**src/ipr_pkg.sv**
```systemverilog
// Purpose: Shared constants for the interrupt priority register bank
// Assumes: 16-bit registers, 3-bit priority fields, one register per address
// Notes:   Source numbering below is used by the bank, the arbiter and the field map
package ipr_pkg;

  // Widths
  localparam int NUM_SRC = 22;                 // Priority fields in this bank
  localparam int NUM_REG = 7;                  // Priority registers in this bank
  localparam int FLD_W   = 3;                  // Bits per priority field
  localparam int REG_W   = 16;                 // Register data width
  localparam int ADDR_W  = 3;                  // Register index width
  localparam int SRC_W   = 5;                  // Width of a source number

  // Field values
  localparam logic [FLD_W-1:0] PRIO_RESET = 3'h4;   // Mid priority after power-on
  localparam logic [FLD_W-1:0] PRIO_OFF   = 3'h0;   // Source disabled
  localparam logic [FLD_W-1:0] PRIO_MAX   = 3'h7;   // Highest priority

  // Register indices on the register port
  localparam logic [ADDR_W-1:0] REG_CTRL_2 = 3'h0;
  localparam logic [ADDR_W-1:0] REG_CTRL_3 = 3'h1;
  localparam logic [ADDR_W-1:0] REG_CTRL_4 = 3'h2;
  localparam logic [ADDR_W-1:0] REG_CTRL_5 = 3'h3;
  localparam logic [ADDR_W-1:0] REG_CTRL_6 = 3'h4;
  localparam logic [ADDR_W-1:0] REG_CTRL_7 = 3'h5;
  localparam logic [ADDR_W-1:0] REG_CTRL_8 = 3'h6;

  // Field bit positions inside a register
  localparam int LSB_HI  = 12;                 // Bits 14-12
  localparam int LSB_MH  = 8;                  // Bits 10-8
  localparam int LSB_ML  = 4;                  // Bits 6-4
  localparam int LSB_LO  = 0;                  // Bits 2-0

  // Register holding each source, indexed by source number
  localparam logic [ADDR_W-1:0] FLD_REG [NUM_SRC] = '{
    REG_CTRL_2, REG_CTRL_2, REG_CTRL_2, REG_CTRL_2,
    REG_CTRL_3, REG_CTRL_3,
    REG_CTRL_4, REG_CTRL_4, REG_CTRL_4, REG_CTRL_4,
    REG_CTRL_5, REG_CTRL_5, REG_CTRL_5,
    REG_CTRL_6, REG_CTRL_6, REG_CTRL_6,
    REG_CTRL_7, REG_CTRL_7, REG_CTRL_7, REG_CTRL_7,
    REG_CTRL_8, REG_CTRL_8};

  // Low bit of each source's field
  localparam int FLD_LSB [NUM_SRC] = '{
    LSB_HI, LSB_MH, LSB_ML, LSB_LO,
    LSB_ML, LSB_LO,
    LSB_HI, LSB_MH, LSB_ML, LSB_LO,
    LSB_HI, LSB_MH, LSB_LO,
    LSB_HI, LSB_MH, LSB_ML,
    LSB_HI, LSB_MH, LSB_ML, LSB_LO,
    LSB_ML, LSB_LO};

endpackage : ipr_pkg

```
**src/ipr_bank.sv**
```systemverilog
// Purpose: Interrupt priority register bank with a priority arbiter
// Assumes: Flags and enables come from logic on i_clk; register port is one cycle
// Notes:   Unmapped reads return zero, unmapped writes are dropped
`timescale 1ns/10ps
module ipr_bank (
  // Clock, reset, enable
  input  wire logic                              i_clk,
  input  wire logic                              i_rst,
  input  wire logic                              i_ce,
  // Register port
  input  wire logic [ipr_pkg::ADDR_W-1:0]        i_addr,
  input  wire logic [ipr_pkg::REG_W-1:0]         i_wdata,
  input  wire logic                              i_wr,
  input  wire logic                              i_rd,
  output logic      [ipr_pkg::REG_W-1:0]         o_rdata,
  // Interrupt sources
  input  wire logic [ipr_pkg::NUM_SRC-1:0]       i_flag,
  input  wire logic [ipr_pkg::NUM_SRC-1:0]       i_enable,
  // Request to the processor
  output logic                                   o_irq_req,
  output logic      [ipr_pkg::FLD_W-1:0]         o_irq_level,
  output logic      [ipr_pkg::SRC_W-1:0]         o_irq_src,
  // Field values, register two
  output logic      [ipr_pkg::FLD_W-1:0]         o_serial1_rx_prio,
  output logic      [ipr_pkg::FLD_W-1:0]         o_spi_a_event_prio,
  output logic      [ipr_pkg::FLD_W-1:0]         o_spi_a_fault_prio,
  output logic      [ipr_pkg::FLD_W-1:0]         o_timer_c_prio,
  // Field values, register three
  output logic      [ipr_pkg::FLD_W-1:0]         o_convert_done_prio,
  output logic      [ipr_pkg::FLD_W-1:0]         o_serial1_tx_prio,
  // Field values, register four
  output logic      [ipr_pkg::FLD_W-1:0]         o_input_change_prio,
  output logic      [ipr_pkg::FLD_W-1:0]         o_comparator_prio,
  output logic      [ipr_pkg::FLD_W-1:0]         o_twowire_a_master_prio,
  output logic      [ipr_pkg::FLD_W-1:0]         o_twowire_a_slave_prio,
  // Field values, register five
  output logic      [ipr_pkg::FLD_W-1:0]         o_capture_h_prio,
  output logic      [ipr_pkg::FLD_W-1:0]         o_capture_g_prio,
  output logic      [ipr_pkg::FLD_W-1:0]         o_ext_line_b_prio,
  // Field values, register six
  output logic      [ipr_pkg::FLD_W-1:0]         o_timer_d_prio,
  output logic      [ipr_pkg::FLD_W-1:0]         o_compare_d_prio,
  output logic      [ipr_pkg::FLD_W-1:0]         o_compare_c_prio,
  // Field values, register seven
  output logic      [ipr_pkg::FLD_W-1:0]         o_serial2_tx_prio,
  output logic      [ipr_pkg::FLD_W-1:0]         o_serial2_rx_prio,
  output logic      [ipr_pkg::FLD_W-1:0]         o_ext_line_c_prio,
  output logic      [ipr_pkg::FLD_W-1:0]         o_timer_e_prio,
  // Field values, register eight
  output logic      [ipr_pkg::FLD_W-1:0]         o_spi_b_event_prio,
  output logic      [ipr_pkg::FLD_W-1:0]         o_spi_b_fault_prio
);

  // All field values, source k at bits k*3 upward
  logic [ipr_pkg::NUM_SRC*ipr_pkg::FLD_W-1:0] prio_all;
  // Sources that are flagged and enabled
  logic [ipr_pkg::NUM_SRC-1:0]                pending;
  // Arbiter result before the output flops
  logic                                       win_valid;
  logic [ipr_pkg::FLD_W-1:0]                  win_level;
  logic [ipr_pkg::SRC_W-1:0]                  win_src;
  // Register image at the read address
  logic [ipr_pkg::REG_W-1:0]                  rd_word;
  // Registered read data and request
  logic [ipr_pkg::REG_W-1:0]                  rdata_q;
  logic                                       req_q;
  logic [ipr_pkg::FLD_W-1:0]                  level_q;
  logic [ipr_pkg::SRC_W-1:0]                  src_q;

  // True when an index names one of the seven registers
  function automatic logic addr_mapped(input logic [ipr_pkg::ADDR_W-1:0] a);
    addr_mapped = (a <= ipr_pkg::REG_CTRL_8);
  endfunction : addr_mapped

  // Builds a register image from the fields it holds.
  // Positions with no field stay zero, so reserved bits
  // and whole unmapped addresses read as zero.
  function automatic logic [ipr_pkg::REG_W-1:0] reg_image(
    input logic [ipr_pkg::ADDR_W-1:0]                  a,
    input logic [ipr_pkg::NUM_SRC*ipr_pkg::FLD_W-1:0]  p
  );
    logic [ipr_pkg::REG_W-1:0] w;
    w = '0;
    for (int k = 0; k < ipr_pkg::NUM_SRC; k++) begin
      if (ipr_pkg::FLD_REG[k] == a) begin
        w[ipr_pkg::FLD_LSB[k] +: ipr_pkg::FLD_W] =
          p[k*ipr_pkg::FLD_W +: ipr_pkg::FLD_W];
      end
    end
    reg_image = w;
  endfunction : reg_image

  // One field register per source. The write strobe only reaches the
  // field whose register is addressed, so writes to reserved bits land
  // nowhere and the field layout comes from the package table alone.
  for (genvar g = 0; g < ipr_pkg::NUM_SRC; g++) begin : g_field
    logic fld_we;                                  // Write to this field
    assign fld_we = i_ce && i_wr && (i_addr == ipr_pkg::FLD_REG[g]);
    ipr_field u_field (
      .i_clk   (i_clk),
      .i_rst   (i_rst),
      .i_we    (fld_we),
      .i_wdata (i_wdata[ipr_pkg::FLD_LSB[g] +: ipr_pkg::FLD_W]),
      .o_prio  (prio_all[g*ipr_pkg::FLD_W +: ipr_pkg::FLD_W])
    );
  end

  // Register two: receive 1, SPI A event and fault, timer C
  assign o_serial1_rx_prio       = prio_all[0*ipr_pkg::FLD_W +: ipr_pkg::FLD_W];
  assign o_spi_a_event_prio      = prio_all[1*ipr_pkg::FLD_W +: ipr_pkg::FLD_W];
  assign o_spi_a_fault_prio      = prio_all[2*ipr_pkg::FLD_W +: ipr_pkg::FLD_W];
  assign o_timer_c_prio          = prio_all[3*ipr_pkg::FLD_W +: ipr_pkg::FLD_W];

  // Register three: conversion done, transmit 1
  assign o_convert_done_prio     = prio_all[4*ipr_pkg::FLD_W +: ipr_pkg::FLD_W];
  assign o_serial1_tx_prio       = prio_all[5*ipr_pkg::FLD_W +: ipr_pkg::FLD_W];

  // Register four: input change, comparator, two-wire A
  assign o_input_change_prio     = prio_all[6*ipr_pkg::FLD_W +: ipr_pkg::FLD_W];
  assign o_comparator_prio       = prio_all[7*ipr_pkg::FLD_W +: ipr_pkg::FLD_W];
  assign o_twowire_a_master_prio = prio_all[8*ipr_pkg::FLD_W +: ipr_pkg::FLD_W];
  assign o_twowire_a_slave_prio  = prio_all[9*ipr_pkg::FLD_W +: ipr_pkg::FLD_W];

  // Register five: capture H and G, external line B
  assign o_capture_h_prio        = prio_all[10*ipr_pkg::FLD_W +: ipr_pkg::FLD_W];
  assign o_capture_g_prio        = prio_all[11*ipr_pkg::FLD_W +: ipr_pkg::FLD_W];
  assign o_ext_line_b_prio       = prio_all[12*ipr_pkg::FLD_W +: ipr_pkg::FLD_W];

  // Register six: timer D, compare D and C
  assign o_timer_d_prio          = prio_all[13*ipr_pkg::FLD_W +: ipr_pkg::FLD_W];
  assign o_compare_d_prio        = prio_all[14*ipr_pkg::FLD_W +: ipr_pkg::FLD_W];
  assign o_compare_c_prio        = prio_all[15*ipr_pkg::FLD_W +: ipr_pkg::FLD_W];

  // Register seven: transmit 2, receive 2, external line C, timer E
  assign o_serial2_tx_prio       = prio_all[16*ipr_pkg::FLD_W +: ipr_pkg::FLD_W];
  assign o_serial2_rx_prio       = prio_all[17*ipr_pkg::FLD_W +: ipr_pkg::FLD_W];
  assign o_ext_line_c_prio       = prio_all[18*ipr_pkg::FLD_W +: ipr_pkg::FLD_W];
  assign o_timer_e_prio          = prio_all[19*ipr_pkg::FLD_W +: ipr_pkg::FLD_W];

  // Register eight: SPI B event and fault
  assign o_spi_b_event_prio      = prio_all[20*ipr_pkg::FLD_W +: ipr_pkg::FLD_W];
  assign o_spi_b_fault_prio      = prio_all[21*ipr_pkg::FLD_W +: ipr_pkg::FLD_W];

  // A source competes only while both its flag and enable are set
  assign pending = i_flag & i_enable;

  // Largest field value among pending sources wins; the value itself is
  // the level, 1 lowest through 7 highest, with no remapping
  ipr_arbiter u_arbiter (
    .i_prio    (prio_all),
    .i_pending (pending),
    .o_valid   (win_valid),
    .o_level   (win_level),
    .o_src     (win_src)
  );

  // Image of the addressed register, zero for unmapped indices
  always_comb begin
    if (addr_mapped(i_addr)) begin
      rd_word = reg_image(i_addr, prio_all);
    end else begin
      rd_word = '0;
    end
  end

  // Read data: captured on an enabled read strobe, valid in the next cycle;
  // zeroed by each enabled cycle without a read, held while i_ce is low
  always_ff @(posedge i_clk or posedge i_rst) begin
    if (i_rst) begin
      rdata_q <= '0;
    end else if (i_ce) begin
      if (i_rd) begin
        rdata_q <= rd_word;
      end else begin
        rdata_q <= '0;
      end
    end
  end

  // Request outputs are registered; this costs one cycle of latency
  // but keeps the processor side free of the arbiter's long compare chain
  always_ff @(posedge i_clk or posedge i_rst) begin
    if (i_rst) begin
      req_q   <= 1'b0;
      level_q <= ipr_pkg::PRIO_OFF;
      src_q   <= '0;
    end else if (i_ce) begin
      req_q   <= win_valid;
      level_q <= win_level;
      src_q   <= win_src;
    end
  end

  // Drive the ports from the flops
  assign o_rdata     = rdata_q;
  assign o_irq_req   = req_q;
  assign o_irq_level = level_q;
  assign o_irq_src   = src_q;

endmodule : ipr_bank

```
**src/ipr_field.sv**
```systemverilog
// Purpose: One 3-bit priority field with software write
// Assumes: Write enable already qualified by address and clock enable
// Notes:   Power-on value is the mid priority
`timescale 1ns/10ps
module ipr_field (
  // Clock and reset
  input  wire logic                      i_clk,
  input  wire logic                      i_rst,
  // Write side
  input  wire logic                      i_we,
  input  wire logic [ipr_pkg::FLD_W-1:0] i_wdata,
  // Stored value
  output logic      [ipr_pkg::FLD_W-1:0] o_prio
);

  // Field storage; every value is legal, zero means disabled
  always_ff @(posedge i_clk or posedge i_rst) begin
    if (i_rst) begin
      o_prio <= ipr_pkg::PRIO_RESET;
    end else if (i_we) begin
      o_prio <= i_wdata;
    end
  end

endmodule : ipr_field

```
**src/ipr_arbiter.sv**
```systemverilog
// Purpose: Picks the pending source with the largest priority value
// Assumes: Pending already means flag and enable both set
// Notes:   Purely combinational; ties go to the lower source number
`timescale 1ns/10ps
module ipr_arbiter (
  // Per-source inputs
  input  wire logic [ipr_pkg::NUM_SRC*ipr_pkg::FLD_W-1:0] i_prio,
  input  wire logic [ipr_pkg::NUM_SRC-1:0]                i_pending,
  // Winner
  output logic                                            o_valid,
  output logic      [ipr_pkg::FLD_W-1:0]                  o_level,
  output logic      [ipr_pkg::SRC_W-1:0]                  o_src
);

  // Linear scan; strict greater keeps the first of equal levels
  always_comb begin
    o_valid = 1'b0;
    o_level = ipr_pkg::PRIO_OFF;
    o_src   = '0;
    for (int k = 0; k < ipr_pkg::NUM_SRC; k++) begin
      // A zero field never beats the idle level, so it cannot request
      if (i_pending[k] && (i_prio[k*ipr_pkg::FLD_W +: ipr_pkg::FLD_W] > o_level)) begin
        o_valid = 1'b1;
        o_level = i_prio[k*ipr_pkg::FLD_W +: ipr_pkg::FLD_W];
        o_src   = k[ipr_pkg::SRC_W-1:0];
      end
    end
  end

endmodule : ipr_arbiter

```
**config.mk**
```make
export PLATFORM = sky130hd
export DESIGN_NAME = ipr_bank
export DESIGN_NICKNAME = d
export VERILOG_FILES = /design/src/ipr_pkg.sv /design/src/ipr_bank.sv /design/src/ipr_field.sv /design/src/ipr_arbiter.sv
export SDC_FILE = /design/constraint.sdc
export NUM_CORES = 1
export LEC_CHECK = 0
export BUFFER_PORTS_ARGS = -buffer_cell sky130_fd_sc_hd__buf_4
export CAP_MARGIN = 20
export CORE_AREA = 3 3 146 148
export DETAILED_ROUTE_END_ITERATION = 16
export DIE_AREA = 0 0 149 151
export PLACE_DENSITY = 0.55
export SLEW_MARGIN = 25
export SYNTH_ARGS = -nofsm -noshare
export SYNTH_HDL_FRONTEND = slang
export SYNTH_SLANG_ARGS = --single-unit
export TNS_END_PERCENT = 20
```
**constraint.sdc**
```tcl
create_clock -name i_clk -period 81.9 [get_ports i_clk]
set_input_delay 12.285 -clock i_clk [delete_from_list [all_inputs] [get_ports i_clk]]
set_output_delay 12.285 -clock i_clk [all_outputs]
set_load 0.1 [all_outputs]
```
==> results_dict.tcl <==
set metrics [dict create \
    routed-via-count 6847 \
    max_cap_viol_count 0 \
    netlist_area_sq_mm 0.00696 \
    chipWidth_microns 149 \
    clock_tree_from_tritoncts "built" \
    whs_ns 0.501 \
    grt_overflow_total 0 \
    timing_worst_setup_path_type "in2reg" \
    synth_cells 816 \
    critPathLaunch "i_enable[0]" \
    finalMaxSlewViolations 0 \
    async_reset_ff_frac 1.00 \
    worstSetupStartpointType "input port" \
    tightestPinTransition_ns 0.967 \
    wl_per_cell_microns 19.2 \
    post_synth_num_cell_types 88 \
    rsz0062_at_grt "no" \
    cts_hold_repair.buffers 0 \
    timing.critical_path.mode_cell "sky130_fd_sc_hd__nor2_1" \
    num-nets-final 1049 \
    final-setup-viol-count 0 \
    numClockSinks 87 \
    synth_edf_count 0 \
    die_h_microns 151 \
    worstPathMaxFanout 8 \
    worstSetupPathDepth 141 \
    num_io_pins 159 \
    status "completed" \
    period_share 0.511 \
    total_leakage_power_nw 3.90 \
    cts_buffer_depth 2 \
    postSynthAreaPerCell_sq_um 8.53 \
    routed_wirelength_mm 23.5 \
    antenna_cells_inserted 0 \
    min-delay-path-class "reg2reg" \
    placementRows 52 \
    cts.reportedPaths.clkPinSlew_ns 0.06 \
    worst_path_max_delay_cell "sky130_fd_sc_hd__o311ai_0" \
    power_density_mw_per_mm2 38.0 \
    synth-main-ff-cell "sky130_fd_sc_hd__dfrtp_1" \
    critical-path-max-stage-delay_ns 0.73 \
    maximum_clock_skew_at_final_layout_ns 0.00840 \
    start_util 0.345 \
    timing.final.hold_violations 0 \
    track_usage 0.204 \
    endpoint_kind "flip-flop" \
    wire_length_of_the_first_global_routing_pass_mm 35.8 \
    grt_start_max_net_pins 86 \
    post-route-drc-count 0 \
    area_growth_syn_to_layout_pct 24.0 \
    ys_ff_latch 87 \
    worstRegToRegCells 140 \
    cts-buffers-inserted 9 \
    clk_latency_ns 0.34 \
    cp.required_ns 82.09 \
    gp_congestion 0.868 \
    first_iter_violations 436 \
    holdCritStartpoint "o_irq_src[4]" \
    post-cts-setup-buffers 0 \
    seq_area_frac_synth 0.317 \
    route.antenna.remaining_nets 0 \
    vdd.ir_drop.worst_mv 0.0189 \
    antenna_found_initial 0 \
    critPathBufInv 2 \
    timing.critical_path.max_delay_family "compound AO/OA/AOI/OAI gates" \
    grt_pass1_vias 6261 \
    worstReg2RegStart "g_field[0].u_field.o_prio[2]" \
    fmax_ghz 0.0239 \
    setup_tns_ns 0 \
    timing.critical_path.arrival_ns 42.04 \
    slew-limit-headroom 0.353 \
    synth.yosys.warnings 0 \
    final.min_clock_period_ns 41.86 \
    die-area_sq_mm 0.0225 \
    cts_max_level 3 \
    fillCellCount 2103 \
    worstHoldPathCells 2 \
    coreArea_sq_mm 0.0202 \
    postCtsResizedCells 0 \
    route.detailed.vias_per_inst 5.57 \
    detail_route.first_pass.iterations 5 \
    cts.root.buffer_cell "sky130_fd_sc_hd__clkbuf_16" \
    placement.io_buffers 150 \
    post_route_cells_drive_above_1_share 0.287 \
    dp_hpwl_mm 18.7 \
]
==> state kept, by name, summed over array words and instances, names as in the netlist <==
register                cells
o_irq_req                   1
g_field.u_field.o_prio     66
o_irq_src                   5
o_irq_level                 3
o_rdata                    12
==> cells in the mapped netlist, types with 8 or more instances <==
| cell type | number | share of area |
|---|---|---|
| sky130_fd_sc_hd__nand2_1 | 88 | 0.047 |
| sky130_fd_sc_hd__nor2_1 | 66 | 0.036 |
| sky130_fd_sc_hd__dfrtp_1 | 65 | 0.23 |
| sky130_fd_sc_hd__o21ai_0 | 60 | 0.043 |
| sky130_fd_sc_hd__mux2_2 | 57 | 0.092 |
| sky130_fd_sc_hd__inv_1 | 47 | 0.025 |
| sky130_fd_sc_hd__nand3_1 | 40 | 0.029 |
| sky130_fd_sc_hd__a21oi_1 | 28 | 0.020 |
| sky130_fd_sc_hd__ha_1 | 27 | 0.049 |
| sky130_fd_sc_hd__and3_1 | 24 | 0.022 |
| sky130_fd_sc_hd__dfstp_2 | 22 | 0.083 |
| sky130_fd_sc_hd__clkbuf_1 | 21 | 0.011 |
| sky130_fd_sc_hd__and2_1 | 18 | 0.016 |
| sky130_fd_sc_hd__mux2i_1 | 18 | 0.026 |
| sky130_fd_sc_hd__o22ai_1 | 18 | 0.016 |
| sky130_fd_sc_hd__a31oi_1 | 16 | 0.014 |
| sky130_fd_sc_hd__nor3_1 | 15 | 0.011 |
| sky130_fd_sc_hd__a21o_1 | 8 | 0.0086 |
| sky130_fd_sc_hd__nand2b_1 | 8 | 0.0072 |
| sky130_fd_sc_hd__o211ai_1 | 8 | 0.0086 |
==> per-stage QoR <==
stage,cells,worst slack (ns),total power [mW],util,cell area (sq um)
6_report,1229,40.04,0.328,0.428,8630
5_1_grt,1229,37.20,0.350,0.428,8630
4_1_cts,1229,40.12,0.329,0.428,8630
3_5_place_dp,1213,39.86,0.289,0.414,8340
3_3_place_gp,1213,40.10,0.287,0.414,8340
2_1_floorplan,819,42.79,0.236,-,6980
==> placed cells by master, fill, tap and decap left out, types with 5 or more instances in the layout <==
cell type	instances
sky130_fd_sc_hd__a211o_1	5
sky130_fd_sc_hd__a21o_1	8
sky130_fd_sc_hd__a21oi_1	28
sky130_fd_sc_hd__a221o_1	7
sky130_fd_sc_hd__a221oi_1	6
sky130_fd_sc_hd__a31oi_1	16
sky130_fd_sc_hd__and2_1	18
sky130_fd_sc_hd__and3_1	24
sky130_fd_sc_hd__buf_4	151
sky130_fd_sc_hd__clkbuf_16	9
sky130_fd_sc_hd__dfrtp_1	65
sky130_fd_sc_hd__dfstp_2	22
sky130_fd_sc_hd__ha_1	27
sky130_fd_sc_hd__inv_1	46
sky130_fd_sc_hd__mux2_2	57
sky130_fd_sc_hd__mux2i_1	18
sky130_fd_sc_hd__nand2_1	88
sky130_fd_sc_hd__nand2b_1	8
sky130_fd_sc_hd__nand3_1	40
sky130_fd_sc_hd__nand3b_1	5
sky130_fd_sc_hd__nor2_1	66
sky130_fd_sc_hd__nor2b_1	5
sky130_fd_sc_hd__nor3_1	15
sky130_fd_sc_hd__o2111ai_1	6
sky130_fd_sc_hd__o211ai_1	8
sky130_fd_sc_hd__o21a_1	7
sky130_fd_sc_hd__o21ai_0	60
sky130_fd_sc_hd__o21bai_1	6
sky130_fd_sc_hd__o22ai_1	18
sky130_fd_sc_hd__o31ai_1	5
sky130_fd_sc_hd__or3_1	5
==> final timing paths <==
check / to / slack [ns]
min: o_irq_src[4] / 0.50
min reg2reg: o_irq_src[4] / 0.50
max: o_irq_req / 40.04
min in group asynchronous: g_field[1].u_field.o_prio[0] / 11.78
max reg2reg: o_irq_req / 51.51
max in group asynchronous: g_field[17].u_field.o_prio[1] / 69.19
==> layout make-up <==
cell class | instances | area, sq um | area share
multi-input combinational | 657 | 4480 | 0.519
sequential | 87 | 2200 | 0.255
timing repair buffer | 152 | 1140 | 0.133
tap | 270 | 338 | 0.0391
clock buffer | 9 | 225 | 0.0261
inverter | 47 | 178 | 0.0206
clock inverter | 7 | 63.8 | 0.00739
==> report_power, final <==
| group | internal (mW) | switching (mW) | total (mW) |
|---|---|---|---|
| sequential | 0.0555 | 0.0172 | 0.0727 |
| combinational | 0.0648 | 0.151 | 0.216 |
| clock | 0.0213 | 0.0187 | 0.0399 |
==> worst min-delay path: stages (launching register included) <==
cell	delay (ns)
sky130_fd_sc_hd__dfrtp_1	0.35
sky130_fd_sc_hd__nor2_1	0.05
sky130_fd_sc_hd__nor2_1	0.07
==> routing by layer <==
| metal | routed length [microns] | vias to the layer above | GRT usage |
|---|---|---|---|
| met5 | 0 | - | 0 |
| li1 | - | 3344 | - |
| met4 | 293 | 0 | 0.0430 |
| met2 | 10300 | 205 | 0.308 |
| met1 | 11600 | 3276 | 0.315 |
| met3 | 1270 | 22 | 0.0224 |
==> kinds of logic (layout without fill, tap and decap cells) <==
family	Yosys count	after routing	synth area share
buffers and inverters	75	215	0.0428
adder cells (fa/ha/maj)	29	29	0.0514
AO/OA/AOI/OAI	243	243	0.249
AND/OR/NAND/NOR	303	303	0.215
flip-flops	87	87	0.317
other	1	4	0.000538
multiplexers	78	78	0.125
Power figures use the tool's default switching activity.
